==> src/inc/ufm_defines.vh <==
// How it works
// - Flush mask bit 0 empties the receive ring at once.
// - Flush mask bit 1 empties the transmit ring and buffer; both bits may be set.
// - A flush takes one clock; queued transmit bytes are dropped, never sent.
// - With flow control on, a full receive ring deasserts request-to-send.
// - Clear-to-send read gives 0 when not asserted and 1 when asserted.
// - Without a clear-to-send pin the read always gives 1.
// - While closed, the request-to-send pin is a plain general-purpose input or output.
// - Opening the port asserts request-to-send.
// - With flow control latched at open, host request-to-send writes do nothing.
// - Request-to-send write: zero deasserts, any non-zero value asserts.
// - Break write: non-zero starts a break, zero releases it.
// - A break holds the transmit line low longer than a 13-bit frame.
// - Without break hardware, break writes are accepted and ignored.
// - Flush, clear-to-send, request-to-send and break requests fail while closed.
`ifndef UFM_DEFINES_VH
`define UFM_DEFINES_VH

// ----
// Register offsets (byte addresses)
// ----
`define UFM_OFS_CTRL 8'h00
`define UFM_OFS_FLUSH 8'h04
`define UFM_OFS_CTS 8'h08
`define UFM_OFS_RTS 8'h0c
`define UFM_OFS_BRK 8'h10
`define UFM_OFS_STAT 8'h14
`define UFM_OFS_GPIO 8'h18
`define UFM_OFS_TXD 8'h1c
`define UFM_OFS_RXD 8'h20

// ----
// Field positions
// ----
`define UFM_CTRL_OPEN 0
`define UFM_CTRL_FLOW 1
`define UFM_FL_RX 0
`define UFM_FL_TX 1
`define UFM_GPIO_OUT 0
`define UFM_GPIO_OE 1

// ----
// Reset values, sizes and bus answers
// ----
`define UFM_GPIO_RST 2'h1
`define UFM_RING_DEPTH 4'h8
`define UFM_RESP_OK 2'h0
`define UFM_RESP_SLV 2'h2
`define UFM_RESP_DEC 2'h3

// ----
// Timing
// ----
`define UFM_CLK_HZ 125000000
`define UFM_BAUD 115200
`define UFM_BIT_DIV (`UFM_CLK_HZ / `UFM_BAUD)
`define UFM_BRK_MIN_BITS 4'he
`define UFM_GUARD_BITS 4'h2

`endif

==> src/hw/ufm_buf2.v <==
`default_nettype none

// ----
// Two-entry buffer between the transmit ring and the serializer
// ----
module ufm_buf2 #(
    parameter WIDTH = 8
) (
    // Clock and reset.
    input wire clk_i,
    input wire srst_i,
    // Control.
    input wire flush_i,
    input wire stall_i,
    // Filling side.
    input wire s_valid_i,
    input wire [WIDTH-1:0] s_data_i,
    output reg s_ready_o,
    // Draining side.
    output reg m_valid_o,
    output reg [WIDTH-1:0] m_data_o,
    input wire m_ready_i
);

    reg v0_r;
    reg v1_r;
    reg [WIDTH-1:0] d1_r;
    reg v0_nxt;
    reg v1_nxt;
    reg [WIDTH-1:0] d0_nxt;
    reg [WIDTH-1:0] d1_nxt;
    wire pop = m_valid_o & m_ready_i;
    wire push = s_valid_i & s_ready_o;

    // Entry 0 is always the head, so the output data is a plain flop.
    always @* begin
        v0_nxt = v0_r;
        v1_nxt = v1_r;
        d0_nxt = m_data_o;
        d1_nxt = d1_r;
        if (pop) begin
            v0_nxt = v1_r;
            d0_nxt = d1_r;
            v1_nxt = 1'b0;
        end
        if (push) begin
            if (!v0_nxt) begin
                v0_nxt = 1'b1;
                d0_nxt = s_data_i;
            end else begin
                v1_nxt = 1'b1;
                d1_nxt = s_data_i;
            end
        end
        if (flush_i) begin
            v0_nxt = 1'b0;
            v1_nxt = 1'b0;
        end
    end

    // A stall only withholds a new offer; one already shown stays until taken.
    always @(posedge clk_i) begin
        if (srst_i) begin
            v0_r <= 1'b0;
            v1_r <= 1'b0;
            d1_r <= {WIDTH{1'b0}};
            m_data_o <= {WIDTH{1'b0}};
            m_valid_o <= 1'b0;
            s_ready_o <= 1'b0;
        end else begin
            v0_r <= v0_nxt;
            v1_r <= v1_nxt;
            d1_r <= d1_nxt;
            m_data_o <= d0_nxt;
            m_valid_o <= v0_nxt & (~stall_i | (m_valid_o & ~pop & ~flush_i));
            s_ready_o <= ~v1_nxt;
        end
    end

endmodule

`default_nettype wire

==> src/hw/ufm_top.v <==
// Added by the designer: the register addresses and the AXI4-Lite interface to the registers.
`include "ufm_defines.vh"
`default_nettype none

// ----
// UART buffer clear, modem line and break control
// ----
module ufm_top #(
    parameter HAS_CTS = 1,
    parameter HAS_BRK = 1
) (
    // Clock and reset.
    input wire CLK_SYS_I,
    input wire SRST_I,
    // AXI4-Lite write channels.
    input wire [7:0] S_AXI_AWADDR_I,
    input wire S_AXI_AWVALID_I,
    output reg S_AXI_AWREADY_O,
    input wire [31:0] S_AXI_WDATA_I,
    input wire [3:0] S_AXI_WSTRB_I,
    input wire S_AXI_WVALID_I,
    output reg S_AXI_WREADY_O,
    output reg [1:0] S_AXI_BRESP_O,
    output reg S_AXI_BVALID_O,
    input wire S_AXI_BREADY_I,
    // AXI4-Lite read channels.
    input wire [7:0] S_AXI_ARADDR_I,
    input wire S_AXI_ARVALID_I,
    output reg S_AXI_ARREADY_O,
    output reg [31:0] S_AXI_RDATA_O,
    output reg [1:0] S_AXI_RRESP_O,
    output reg S_AXI_RVALID_O,
    input wire S_AXI_RREADY_I,
    // Received bytes from the deserializer.
    input wire [7:0] RX_DATA_I,
    input wire RX_VALID_I,
    output reg RX_READY_O,
    // Bytes to the serializer.
    output wire [7:0] TX_DATA_O,
    output wire TX_VALID_O,
    input wire TX_READY_I,
    // Serial line and modem pins.
    input wire TXD_SER_I,
    output reg TXD_O,
    input wire CTS_N_I,
    input wire RTS_N_I,
    output reg RTS_N_O,
    output reg RTS_OE_O
);

    // ------------------------------------------------------------------
    // Break sequencer states
    // ------------------------------------------------------------------
    localparam ST_LINE = 3'b001;
    localparam ST_BRK = 3'b010;
    localparam ST_GUARD = 3'b100;
    localparam integer BIT_DIV_W = `UFM_BIT_DIV - 1;
    localparam [10:0] BIT_DIV_M1 = BIT_DIV_W[10:0];

    // ------------------------------------------------------------------
    // Declarations
    // ------------------------------------------------------------------
    reg aw_have_r;
    reg [7:0] aw_addr_r;
    reg w_have_r;
    reg [31:0] w_data_r;
    reg [3:0] w_strb_r;
    reg open_r;
    reg flow_req_r;
    reg flow_r;
    reg rts_lvl_r;
    reg brk_req_r;
    reg [1:0] gpio_r;
    reg cts_s1_r;
    reg cts_s2_r;
    reg rts_s1_r;
    reg rts_s2_r;
    reg [7:0] rx_mem_r [0:7];
    reg [2:0] rx_wp_r;
    reg [2:0] rx_rp_r;
    reg [3:0] rx_cnt_r;
    reg [7:0] tx_mem_r [0:7];
    reg [2:0] tx_wp_r;
    reg [2:0] tx_rp_r;
    reg [3:0] tx_cnt_r;
    reg [2:0] brk_st_r;
    reg [3:0] brk_cnt_r;
    reg [10:0] div_cnt_r;
    reg bit_tick_r;
    reg [31:0] rd_val;
    reg [1:0] rd_resp;
    reg [1:0] wr_resp;
    reg rd_known;
    reg [3:0] rx_cnt_nxt;
    wire buf_ready;
    genvar gi;

    // Byte lanes that the strobes leave out write as zero.
    wire [31:0] wd = w_data_r & {{8{w_strb_r[3]}}, {8{w_strb_r[2]}},
                                  {8{w_strb_r[1]}}, {8{w_strb_r[0]}}};
    wire do_wr = aw_have_r & w_have_r & ~S_AXI_BVALID_O;
    wire do_rd = S_AXI_ARVALID_I & S_AXI_ARREADY_O;
    wire wr_flush = do_wr & (aw_addr_r == `UFM_OFS_FLUSH) & open_r;
    wire flush_rx = wr_flush & wd[`UFM_FL_RX];
    wire flush_tx = wr_flush & wd[`UFM_FL_TX];
    wire wr_ctrl = do_wr & (aw_addr_r == `UFM_OFS_CTRL);
    wire open_nxt = wr_ctrl ? wd[`UFM_CTRL_OPEN] : open_r;
    wire rx_full = (rx_cnt_r == `UFM_RING_DEPTH);
    wire tx_full = (tx_cnt_r == `UFM_RING_DEPTH);
    wire rx_empty = (rx_cnt_r == 4'h0);
    wire rx_push = RX_VALID_I & RX_READY_O;
    wire rx_pop = do_rd & (S_AXI_ARADDR_I == `UFM_OFS_RXD) & open_r & ~rx_empty;
    wire tx_push = do_wr & (aw_addr_r == `UFM_OFS_TXD) & open_r & ~tx_full;
    wire tx_pop = (tx_cnt_r != 4'h0) & buf_ready & ~flush_tx;
    wire cts_now = (HAS_CTS != 0) ? ~cts_s2_r : 1'b1;

    // ------------------------------------------------------------------
    // Pin synchronisers
    // ------------------------------------------------------------------
    // Modem pins are asynchronous to the system clock.
    always @(posedge CLK_SYS_I) begin
        if (SRST_I) begin
            cts_s1_r <= 1'b1;
            cts_s2_r <= 1'b1;
            rts_s1_r <= 1'b1;
            rts_s2_r <= 1'b1;
        end else begin
            cts_s1_r <= CTS_N_I;
            cts_s2_r <= cts_s1_r;
            rts_s1_r <= RTS_N_I;
            rts_s2_r <= rts_s1_r;
        end
    end

    // ------------------------------------------------------------------
    // AXI4-Lite write path
    // ------------------------------------------------------------------
    // Address and data are taken in either order; one write at a time.
    always @(posedge CLK_SYS_I) begin
        if (SRST_I) begin
            aw_have_r <= 1'b0;
            aw_addr_r <= 8'h00;
            w_have_r <= 1'b0;
            w_data_r <= 32'h00000000;
            w_strb_r <= 4'h0;
            S_AXI_AWREADY_O <= 1'b1;
            S_AXI_WREADY_O <= 1'b1;
            S_AXI_BVALID_O <= 1'b0;
            S_AXI_BRESP_O <= `UFM_RESP_OK;
        end else begin
            if (S_AXI_AWVALID_I && S_AXI_AWREADY_O) begin
                aw_have_r <= 1'b1;
                aw_addr_r <= S_AXI_AWADDR_I;
                S_AXI_AWREADY_O <= 1'b0;
            end
            if (S_AXI_WVALID_I && S_AXI_WREADY_O) begin
                w_have_r <= 1'b1;
                w_data_r <= S_AXI_WDATA_I;
                w_strb_r <= S_AXI_WSTRB_I;
                S_AXI_WREADY_O <= 1'b0;
            end
            if (do_wr) begin
                aw_have_r <= 1'b0;
                w_have_r <= 1'b0;
                S_AXI_BVALID_O <= 1'b1;
                S_AXI_BRESP_O <= wr_resp;
            end
            if (S_AXI_BVALID_O && S_AXI_BREADY_I) begin
                S_AXI_BVALID_O <= 1'b0;
                S_AXI_AWREADY_O <= 1'b1;
                S_AXI_WREADY_O <= 1'b1;
            end
        end
    end

    // Requests that need an open port answer with a slave error when closed.
    always @* begin
        case (aw_addr_r)
            `UFM_OFS_CTRL, `UFM_OFS_GPIO, `UFM_OFS_CTS, `UFM_OFS_STAT,
            `UFM_OFS_RXD: wr_resp = `UFM_RESP_OK;
            `UFM_OFS_FLUSH, `UFM_OFS_RTS, `UFM_OFS_BRK: begin
                wr_resp = open_r ? `UFM_RESP_OK : `UFM_RESP_SLV;
            end
            `UFM_OFS_TXD: wr_resp = (open_r & ~tx_full) ? `UFM_RESP_OK : `UFM_RESP_SLV;
            default: wr_resp = `UFM_RESP_DEC;
        endcase
    end

    // ------------------------------------------------------------------
    // Control registers
    // ------------------------------------------------------------------
    // Flow ownership is fixed when the port opens and kept until it closes.
    always @(posedge CLK_SYS_I) begin
        if (SRST_I) begin
            open_r <= 1'b0;
            flow_req_r <= 1'b0;
            flow_r <= 1'b0;
            rts_lvl_r <= 1'b0;
            brk_req_r <= 1'b0;
            gpio_r <= `UFM_GPIO_RST;
        end else begin
            if (wr_ctrl) begin
                open_r <= wd[`UFM_CTRL_OPEN];
                flow_req_r <= wd[`UFM_CTRL_FLOW];
                if (wd[`UFM_CTRL_OPEN] && !open_r) begin
                    rts_lvl_r <= 1'b1;
                    flow_r <= wd[`UFM_CTRL_FLOW];
                end
            end
            if (do_wr && aw_addr_r == `UFM_OFS_GPIO) begin
                gpio_r <= wd[1:0];
            end
            // Writes while flow control owns the line are dropped.
            if (do_wr && aw_addr_r == `UFM_OFS_RTS && open_r && !flow_r) begin
                rts_lvl_r <= (wd != 32'h00000000);
            end
            // Without break hardware the write is taken but changes nothing.
            if (do_wr && aw_addr_r == `UFM_OFS_BRK && open_r && HAS_BRK != 0) begin
                brk_req_r <= (wd != 32'h00000000);
            end
            // Closing the port drops a pending break with it.
            if (!open_nxt) begin
                brk_req_r <= 1'b0;
            end
        end
    end

    // ------------------------------------------------------------------
    // Request-to-send pin
    // ------------------------------------------------------------------
    // Open: driven by flow control or the host level; closed: general purpose.
    always @(posedge CLK_SYS_I) begin
        if (SRST_I) begin
            RTS_N_O <= 1'b1;
            RTS_OE_O <= 1'b0;
        end else if (open_r) begin
            RTS_OE_O <= 1'b1;
            if (flow_r) begin
                RTS_N_O <= rx_cnt_nxt == `UFM_RING_DEPTH;
            end else begin
                RTS_N_O <= ~rts_lvl_r;
            end
        end else begin
            RTS_N_O <= gpio_r[`UFM_GPIO_OUT];
            RTS_OE_O <= gpio_r[`UFM_GPIO_OE];
        end
    end

    // ------------------------------------------------------------------
    // Receive ring
    // ------------------------------------------------------------------
    always @* begin
        if (flush_rx) begin
            rx_cnt_nxt = {3'h0, rx_push};
        end else begin
            case ({rx_push, rx_pop})
                2'b10: rx_cnt_nxt = rx_cnt_r + 4'h1;
                2'b01: rx_cnt_nxt = rx_cnt_r - 4'h1;
                default: rx_cnt_nxt = rx_cnt_r;
            endcase
        end
    end

    // A byte arriving in the flush cycle survives the flush.
    always @(posedge CLK_SYS_I) begin
        if (SRST_I) begin
            rx_wp_r <= 3'h0;
            rx_rp_r <= 3'h0;
            rx_cnt_r <= 4'h0;
            RX_READY_O <= 1'b0;
        end else begin
            rx_cnt_r <= rx_cnt_nxt;
            RX_READY_O <= open_nxt & (rx_cnt_nxt != `UFM_RING_DEPTH);
            if (rx_push) begin
                rx_wp_r <= rx_wp_r + 3'h1;
            end
            if (flush_rx) begin
                rx_rp_r <= rx_wp_r;
            end else if (rx_pop) begin
                rx_rp_r <= rx_rp_r + 3'h1;
            end
        end
    end

    // ------------------------------------------------------------------
    // Transmit ring
    // ------------------------------------------------------------------
    // The flush drops queued bytes instead of draining them onto the line.
    always @(posedge CLK_SYS_I) begin
        if (SRST_I) begin
            tx_wp_r <= 3'h0;
            tx_rp_r <= 3'h0;
            tx_cnt_r <= 4'h0;
        end else begin
            if (tx_push) begin
                tx_wp_r <= tx_wp_r + 3'h1;
            end
            if (flush_tx) begin
                tx_rp_r <= tx_wp_r;
                tx_cnt_r <= {3'h0, tx_push};
            end else begin
                if (tx_pop) begin
                    tx_rp_r <= tx_rp_r + 3'h1;
                end
                case ({tx_push, tx_pop})
                    2'b10: tx_cnt_r <= tx_cnt_r + 4'h1;
                    2'b01: tx_cnt_r <= tx_cnt_r - 4'h1;
                    default: tx_cnt_r <= tx_cnt_r;
                endcase
            end
        end
    end

    // Ring storage, one write port per entry.
    generate
        for (gi = 0; gi < 8; gi = gi + 1) begin : g_ring
            always @(posedge CLK_SYS_I) begin
                if (rx_push && rx_wp_r == gi) begin
                    rx_mem_r[gi] <= RX_DATA_I;
                end
                if (tx_push && tx_wp_r == gi) begin
                    tx_mem_r[gi] <= wd[7:0];
                end
            end
        end
    endgenerate

    // Held bytes also count as queued and go with a transmit flush.
    ufm_buf2 #(
        .WIDTH(8)
    ) u_buf (
        .clk_i(CLK_SYS_I),
        .srst_i(SRST_I),
        .flush_i(flush_tx),
        .stall_i(brk_st_r != ST_LINE),
        .s_valid_i(tx_pop),
        .s_data_i(tx_mem_r[tx_rp_r]),
        .s_ready_o(buf_ready),
        .m_valid_o(TX_VALID_O),
        .m_data_o(TX_DATA_O),
        .m_ready_i(TX_READY_I)
    );

    // ------------------------------------------------------------------
    // Bit-time enable and break sequencer
    // ------------------------------------------------------------------
    always @(posedge CLK_SYS_I) begin
        if (SRST_I) begin
            div_cnt_r <= 11'h000;
            bit_tick_r <= 1'b0;
        end else begin
            bit_tick_r <= (div_cnt_r == BIT_DIV_M1);
            div_cnt_r <= (div_cnt_r == BIT_DIV_M1) ? 11'h000 : div_cnt_r + 11'h001;
        end
    end

    // A released break still runs its minimum length, then idles high.
    always @(posedge CLK_SYS_I) begin
        if (SRST_I) begin
            brk_st_r <= ST_LINE;
            brk_cnt_r <= 4'h0;
            TXD_O <= 1'b1;
        end else begin
            case (brk_st_r)
                ST_LINE: begin
                    TXD_O <= TXD_SER_I;
                    brk_cnt_r <= 4'h0;
                    if (brk_req_r) begin
                        brk_st_r <= ST_BRK;
                        TXD_O <= 1'b0;
                    end
                end
                ST_BRK: begin
                    TXD_O <= 1'b0;
                    if (bit_tick_r && brk_cnt_r != `UFM_BRK_MIN_BITS) begin
                        brk_cnt_r <= brk_cnt_r + 4'h1;
                    end
                    if (!brk_req_r && brk_cnt_r == `UFM_BRK_MIN_BITS) begin
                        brk_st_r <= ST_GUARD;
                        brk_cnt_r <= 4'h0;
                        TXD_O <= 1'b1;
                    end
                end
                ST_GUARD: begin
                    TXD_O <= 1'b1;
                    if (brk_req_r) begin
                        brk_st_r <= ST_BRK;
                        brk_cnt_r <= 4'h0;
                        TXD_O <= 1'b0;
                    end else if (bit_tick_r) begin
                        brk_cnt_r <= brk_cnt_r + 4'h1;
                        if (brk_cnt_r + 4'h1 == `UFM_GUARD_BITS) begin
                            brk_st_r <= ST_LINE;
                        end
                    end
                end
                default: begin
                    brk_st_r <= ST_LINE;
                    TXD_O <= 1'b1;
                end
            endcase
        end
    end

    // ------------------------------------------------------------------
    // AXI4-Lite read path
    // ------------------------------------------------------------------
    always @* begin
        rd_val = 32'h00000000;
        rd_known = 1'b1;
        case (S_AXI_ARADDR_I)
            `UFM_OFS_CTRL: rd_val = {29'h0, flow_r, flow_req_r, open_r};
            `UFM_OFS_FLUSH: rd_val = 32'h00000000;
            `UFM_OFS_CTS: rd_val = {31'h0, cts_now};
            `UFM_OFS_RTS: rd_val = {31'h0, rts_lvl_r};
            `UFM_OFS_BRK: rd_val = {31'h0, brk_req_r};
            `UFM_OFS_STAT: begin
                rd_val = {14'h0, brk_st_r != ST_LINE, flow_r, 4'h0, tx_cnt_r,
                          4'h0, rx_cnt_r};
            end
            `UFM_OFS_GPIO: rd_val = {29'h0, ~rts_s2_r, gpio_r};
            `UFM_OFS_TXD: rd_val = 32'h00000000;
            `UFM_OFS_RXD: rd_val = rx_empty ? 32'h00000000 : {23'h0, 1'b1, rx_mem_r[rx_rp_r]};
            default: rd_known = 1'b0;
        endcase
    end

    // Reads that need an open port answer with a slave error when closed.
    always @* begin
        if (!rd_known) begin
            rd_resp = `UFM_RESP_DEC;
        end else if (!open_r && (S_AXI_ARADDR_I == `UFM_OFS_CTS ||
                                 S_AXI_ARADDR_I == `UFM_OFS_RXD)) begin
            rd_resp = `UFM_RESP_SLV;
        end else begin
            rd_resp = `UFM_RESP_OK;
        end
    end

    // Answer one cycle after the address is taken.
    always @(posedge CLK_SYS_I) begin
        if (SRST_I) begin
            S_AXI_ARREADY_O <= 1'b1;
            S_AXI_RVALID_O <= 1'b0;
            S_AXI_RDATA_O <= 32'h00000000;
            S_AXI_RRESP_O <= `UFM_RESP_OK;
        end else begin
            if (do_rd) begin
                S_AXI_ARREADY_O <= 1'b0;
                S_AXI_RVALID_O <= 1'b1;
                S_AXI_RDATA_O <= (rd_resp == `UFM_RESP_OK) ? rd_val : 32'h00000000;
                S_AXI_RRESP_O <= rd_resp;
            end
            if (S_AXI_RVALID_O && S_AXI_RREADY_I) begin
                S_AXI_RVALID_O <= 1'b0;
                S_AXI_ARREADY_O <= 1'b1;
            end
        end
    end

endmodule

`default_nettype wire

==> config.mk <==
export PLATFORM = sky130hd
export DESIGN_NAME = ufm_top
export DESIGN_NICKNAME = d
export VERILOG_FILES = /design/src/hw/ufm_buf2.v /design/src/hw/ufm_top.v
export VERILOG_INCLUDE_DIRS = /design/src /design/src/inc
export SDC_FILE = /design/constraint.sdc
export NUM_CORES = 1
export LEC_CHECK = 0
export ABC_CLOCK_PERIOD_IN_PS = 5100
export BUFFER_PORTS_ARGS = -buffer_cell sky130_fd_sc_hd__buf_2
export CAP_MARGIN = 20
export CORE_ASPECT_RATIO = 0.9
export CORE_UTILIZATION = 60
export DETAILED_ROUTE_END_ITERATION = 10
export PLACE_DENSITY = 0.81
export RECOVER_POWER = 100
export SLEW_MARGIN = 20
export SYNTH_ARGS = -nofsm -noshare
export SYNTH_HDL_FRONTEND = slang
export SYNTH_SLANG_ARGS = --single-unit
==> constraint.sdc <==
create_clock -name CLK_SYS_I -period 5.1 [get_ports CLK_SYS_I]
set_input_delay 0.765 -clock CLK_SYS_I [delete_from_list [all_inputs] [get_ports CLK_SYS_I]]
set_output_delay 0.765 -clock CLK_SYS_I [all_outputs]
set_load 0.01 [all_outputs]
==> results of run 1 <==
cells by family after synthesis:
group,Yosys count,synth area share
AOI/OAI and AO/OA,168,0.0897
xor gates and xnor gates,24,0.0180
adders and majority gates,27,0.0295
buffers and inverters,104,0.0446
DFF,277,0.583
muxes,63,0.0887
other,1,0.000320
and+or+nand+nor,343,0.146
cell type report:
type	count	area, µm²
clock buffer	29	683
clock inverter	20	120
fill	1414	6230
inverter	28	105
multi-input combinational	643	4390
sequential	277	6830
tap	250	313
timing repair buffer	109	487
power by group:
group,total [mW],leakage (nW),internal [mW],switching (mW)
registers,2.37,2.29,2.34,0.0245
clock network,1.83,0.397,1.02,0.817
logic,0.161,1.80,0.0589,0.103
sequential cells by signal, summed over array words and instances (netlist names), 2 cells and up, named ones only:
register	flops
rx_mem_r	64
tx_mem_r	64
w_data_r	32
S_AXI_RDATA_O	14
div_cnt_r	11
aw_addr_r	8
u_buf.d1_r	8
u_buf.m_data_o	8
brk_cnt_r	4
rx_cnt_r	4
tx_cnt_r	4
w_strb_r	4
brk_st_r	3
rx_rp_r	3
rx_wp_r	3
tx_rp_r	3
tx_wp_r	3
S_AXI_BRESP_O	2
S_AXI_RRESP_O	2
gpio_r	2
synth_stat cells, types with 3 or more instances:
| cell | n | area share |
|---|---|---|
| xnor2_1 | 10 | 0.0075 |
| inv_1 | 28 | 0.0090 |
| or3_1 | 3 | 0.0016 |
| buf_1 | 3 | 0.00096 |
| a311oi_1 | 9 | 0.0067 |
| ha_1 | 26 | 0.028 |
| mux2_2 | 6 | 0.0058 |
| mux2i_1 | 25 | 0.021 |
| a22oi_1 | 8 | 0.0051 |
| nand4_1 | 9 | 0.0048 |
| nor3b_1 | 4 | 0.0026 |
| nor3_1 | 17 | 0.0073 |
| and3_1 | 24 | 0.013 |
| a22o_1 | 4 | 0.0030 |
| xor2_1 | 14 | 0.010 |
| o31ai_1 | 5 | 0.0032 |
| dfxtp_1 | 149 | 0.25 |
| or4_1 | 9 | 0.0058 |
| o21a_1 | 3 | 0.0019 |
| o21ai_0 | 30 | 0.013 |
| clkbuf_1 | 39 | 0.013 |
| a21oi_1 | 71 | 0.030 |
| buf_4 | 19 | 0.012 |
| a211oi_1 | 12 | 0.0077 |
| and4_1 | 4 | 0.0030 |
| nor2b_1 | 5 | 0.0027 |
| and2_1 | 16 | 0.0086 |
| nand3_1 | 31 | 0.013 |
| nor4_1 | 5 | 0.0027 |
| buf_2 | 8 | 0.0034 |
| or2_2 | 7 | 0.0037 |
| mux4_2 | 32 | 0.062 |
| nand2b_1 | 6 | 0.0032 |
| a31oi_1 | 5 | 0.0027 |
| edfxtp_1 | 128 | 0.33 |
| nand2_1 | 121 | 0.039 |
| nor2_1 | 66 | 0.021 |
critical path: cells and delay by family:
| kind | cells | cell delay (ns) |
|---|---|---|
| simple gates | 3 | 1.77 |
| mux | 1 | 0.31 |
| xor+xnor | 2 | 0.35 |
| fa+ha+maj | 2 | 0.62 |
| compound gates | 2 | 0.44 |
| buf+inv | 1 | 0.20 |
final timing paths:
path,endpoint,from,depth (start not counted)
worst max-delay path,RX_READY_O,S_AXI_ARADDR_I[3],11
worst min-delay path,cts_s2_r,cts_s1_r,1
worst max register to register,tx_cnt_r[3],open_r,10
worst min register to register,cts_s2_r,cts_s1_r,1
routing by layer:
layer  GRT usage  share of wire  up-vias  wire length [µm]
met2       0.391           0.46      292             11100
met1       0.331           0.44     3671             10500
met3      0.0615          0.081       41              1960
li1            -              -     3787                 -
met4      0.0669          0.021        0               503
met5           0              0        -                 0
==> flow_summary_export.csv, run 1 <==
group,metric,value,unit
worst_setup_path,path_cells,"clkbuf_1 > or4b_4 > nor4_1 > ha_1 > xor2_1 > ha_1 > a21oi_1 > mux2i_1 > xor2_1 > nand3_1 > o21ba_2",
clock_tree,tritoncts.num_buffers,27,
global_routing,grt_pass1_vias,7397,
die,area_enclosed_by_the_die_boundary,20100,µm²
timing,rsz0062_at_grt,"false",
drt,ant_nets,0,
die,io_pins,126,
timing,report.final.setup_viol,0,
worst_setup_path,crit_type,"in -> reg",
placement,detailedPlace.worstSlack,1.36,ns
layout,layout_commonest_cell,"dfxtp_1",
drt,wire_per_inst,17.8,µm
global_routing,wire_length_of_the_first_global_routing_pass,38.3,mm
global_routing,globalRouteTotalUtil,0.244,
clock_tree,h_tree_depth,1,
drt,via_count,7791,
synth,synthDistinctLibCells,73,
drt,drc,0,
layout,layout.cells.most_common_list,"dfxtp_1, edfxtp_1, nand2_1, a21oi_1, nor2_1",
clock_tree,postCtsHoldBufs,0,
layout,layoutNonFillerInstCount,1356,
synth,synth_seq_area_share,0.583,
die,die_w,149,µm
timing,worst_clock_skew,0.0214,ns
worst_setup_path,regToRegSetupSlack,1.34,ns
clock_tree,cts.root.buffer_cell,"clkbuf_16",
timing,finalWorstPathRequiredPeriod,4.03,ns
layout,insertedDiodeCount,0,
placement,io_buffer_count,107,
worst_setup_path,crit_path_max_incr_delay,1.03,ns
timing,worst-slew-pin-transition,1.73,ns
power,power_density,338,nW/µm²
clock_tree,clkTransAtPathRegs,0.07,ns
timing,fin_tns_setup,0,ns
synth,post_synth_inst_count,1007,
status,violations_in_the_final_reports,"capacitance limit, slew limit",
power,p_leak,4.49,nW
timing,timing.max_slew.rel_slack,-0.151,
synth,synthFlopType,"dfxtp_1",
timing,timing.fmax,248,MHz
placement,dp_hpwl,15.7,mm
clock_tree,cts_resized,0,
timing,post-route-worst-setup-slack,1.07,ns
worst_setup_path,crit_arrival,4.46,ns
worst_setup_path,crit_path_end_kind,"flip-flop",
placement,place.gp.congestion,0.847,
clock_tree,clock_sink_count,277,
synth,synth_area_per_cell,11.6,µm²
layout,cell_area_after_layout,12900,µm²
drt,via_per_inst,5.75,
layout,post_route_cells_drive_above_1_share,0.138,
die,die_y,134,µm
drt,detailedRoute.firstPassIterationCount,8,
layout,area.growth.synth_to_final,10.4,%
drt,detailedRoute.firstIterationViolations,491,
clock_tree,clock_path_buffers,3,
layout,finish.net_count,1185,
global_routing,grt_start_max_net_pins,77,
power,irDropWorstVdd,0.000298,V
clock_tree,insertion_delay,0.53,ns
global_routing,grt-ovfl-total,0,
synth,async_sr_flop_fraction,0,
synth,synthesis.area,11700,µm²
worst_setup_path,cp_slowest_cell,"nor4_1",
drt,routed_wl,24.1,mm
worst_setup_path,cp_data_required_time,5.53,ns
run,timing.max_cap.violations,3,
global_routing,antenna_found_initial,0,
clock_tree,postCtsSetupRepairBufs,0,
min_path,type_of_the_most_critical_hold_path,"reg -> reg",
layout,utilization,0.675,
worst_setup_path,worstPathMaxFanout,11,
status,status,"complete, but fails checks",
timing,hold-worst-slack,0.420,ns
clock_tree,tritoncts,"yes",
synth,synth-edff-count,128,
timing,slew_violations,134,
timing,fin_crit_sh,0.791,
die,core-area,19200,µm²
power,tot_pwr,4.36,mW
placement,placement.cell_area,12200,µm²
timing,timing.final.hold_violations,0,
worst_setup_path,critical_path.startpoint_type,"input port",
synth,synth-seq-cells,277,
placement,placed_cells_incl_taps,1307,
die,fp-row-count,48,
synth,synth_warnings,0,
die,floorplan.initialDensity,0.611,
Power figures use the tool's default switching activity.
==> run 2: changes to the inputs <==
- ABC_CLOCK_PERIOD_IN_PS: 5100 -> 3820
- CORE_UTILIZATION: 60 -> 59
- PLACE_DENSITY: 0.81 -> 0.8
- clock period: 5.1 -> 3.82 ns (I/O delays scaled with it)
==> flow_summary_export.csv, run 2 (synthesis gave the netlist of run 1 again) <==
group,metric,value,unit
placement,place.gp.congestion,0.821,
clock_tree,cts.root.buffer_cell,"clkbuf_16",
worst_setup_path,path_cells,"nor4b_1 > nand4_1 > clkbuf_1 > and2_1 > ha_1 > ha_1 > a21o_1 > a21oi_1 > xnor2_1 > or3_1 > a21oi_1",
layout,layout.cells.most_common_list,"dfxtp_1, edfxtp_1, nand2_1, a21oi_1, nor2_1",
worst_setup_path,rr_worst_depth,11,
worst_setup_path,crit_type,"reg -> reg",
power,power_density,454,nW/µm²
run,timing.max_cap.violations,1,
die,area_enclosed_by_the_die_boundary,20400,µm²
min_path,holdPathStages,2,
clock_tree,postCtsSetupRepairBufs,0,
timing,worst_clock_skew,0.0206,ns
clock_tree,h_tree_depth,1,
timing,fin_tns_setup,0,ns
drt,routed_wl,23.7,mm
drt,drc,0,
placement,dp_hpwl,15.9,mm
global_routing,globalRouteTotalUtil,0.239,
timing,finalWorstPathRequiredPeriod,3.20,ns
placement,io_buffer_count,107,
worst_setup_path,crit_path_end_kind,"flip-flop",
drt,via_per_inst,5.77,
drt,detailedRoute.firstIterationViolations,666,
layout,area.growth.synth_to_final,11.0,%
power,irDropWorstVdd,0.000362,V
timing,timing.final.hold_violations,0,
status,status,"complete, but fails checks",
drt,ant_nets,0,
drt,via_count,7862,
layout,post_route_cells_drive_above_1_share,0.139,
worst_setup_path,cp_data_required_time,4.28,ns
die,die_w,150,µm
clock_tree,clkTransAtPathRegs,0.06,ns
clock_tree,cts_resized,0,
worst_setup_path,worstPathMaxFanout,12,
global_routing,grt_pass1_vias,7496,
timing,timing.fmax,313,MHz
clock_tree,postCtsHoldBufs,0,
timing,report.final.setup_viol,0,
clock_tree,tritoncts,"yes",
clock_tree,clock_path_buffers,3,
worst_setup_path,critical_path.startpoint_type,"flip-flop",
clock_tree,tritoncts.num_buffers,27,
die,floorplan.initialDensity,0.607,
worst_setup_path,crit_arrival,3.65,ns
power,p_leak,4.58,nW
layout,n_fill_cell,1458,
timing,worst-slew-pin-transition,2.54,ns
timing,rsz0062_at_grt,"false",
layout,finish.net_count,1189,
die,die_y,136,µm
drt,wire_per_inst,17.4,µm
min_path,type_of_the_most_critical_hold_path,"in -> reg",
clock_tree,insertion_delay,0.54,ns
power,tot_pwr,5.90,mW
timing,slew_violations,61,
die,fp-row-count,48,
worst_setup_path,cp_slowest_cell,"nor4b_1",
layout,largest_registers,"rx_mem_r x64, tx_mem_r x64, w_data_r x32",
clock_tree,clock_sink_count,277,
timing,fin_crit_sh,0.837,
drt,detailedRoute.firstPassIterationCount,4,
layout,layout_commonest_cell,"dfxtp_1",
global_routing,grt-ovfl-total,0,
global_routing,grt_start_max_net_pins,61,
worst_setup_path,crit_path_max_incr_delay,0.50,ns
die,core-area,19300,µm²
status,violations_in_the_final_reports,"capacitance limit, slew limit",
timing,timing.max_slew.rel_slack,-0.696,
global_routing,antenna_found_initial,1,
global_routing,wire_length_of_the_first_global_routing_pass,38.0,mm
die,io_pins,126,
-- run 2: changes by cell type in the layout (fill, tap and decap cells not counted), sizes merged --
| cell | previous run | this run |
|---|---|---|
| clkbuf | 77 | 83 |
| buf | 61 | 64 |
| diode | 0 | 1 |
| clkinv | 17 | 12 |
| bufinv | 1 | 2 |
-- run 2: area by class of cell --
| type | count | area, µm² | share of cell area |
|---|---|---|---|
| clock inverter | 16 | 125 | 0.00963 |
| tap | 250 | 313 | 0.0241 |
| multi-input combinational | 643 | 4400 | 0.338 |
| inverter | 28 | 105 | 0.00809 |
| antenna | 1 | 2.50 | 0.000193 |
| timing repair buffer | 113 | 509 | 0.0392 |
| clock buffer | 34 | 712 | 0.0548 |
| sequential | 277 | 6830 | 0.526 |
-- run 2: critical path, delay by kind of cell (launching register included) --
family / cells / cell delay [ns]
DFF: 1 / 0.33
AOI/OAI and AO/OA: 3 / 0.47
and+or+nand+nor: 4 / 1.34
xor gates and xnor gates: 1 / 0.09
buffers and inverters: 1 / 0.29
adders and majority gates: 2 / 0.56
-- run 2: power breakdown --
| part | switching, mW | total, mW | internal [mW] |
|---|---|---|---|
| clock network | 1.07 | 2.52 | 1.45 |
| registers | 0.0331 | 3.16 | 3.13 |
| logic | 0.137 | 0.217 | 0.0794 |
-- run 2: path summary, 6_finish.rpt --
kind | from | to | slack, ns
worst min-delay path | CTS_N_I | cts_s1_r | 0.22
worst max register to register | aw_addr_r[7] | tx_cnt_r[3] | 0.62
worst min register to register | rts_s1_r | rts_s2_r | 0.43
worst max-delay path | aw_addr_r[7] | tx_cnt_r[3] | 0.62
-- run 2: through the flow --
step	worst slack [ns]	hold WS [ns]	util	cell area (µm²)	cells
finish	0.623	0.224	0.674	13000	1362
global route	0.372	0.207	0.674	13000	1362
CTS	0.780	0.211	0.679	13100	1361
detailed placement	0.546	0.411	0.635	12200	1311
global placement	0.627	0.427	0.635	12200	1311
floorplan	0.768	0.389	-	11800	1024
-- run 2: routing by layer --
layer  wire [µm]  track usage
met1       10500        0.337
met2       10800        0.374
met3        1940       0.0519
met4         477       0.0685
met5           0            0
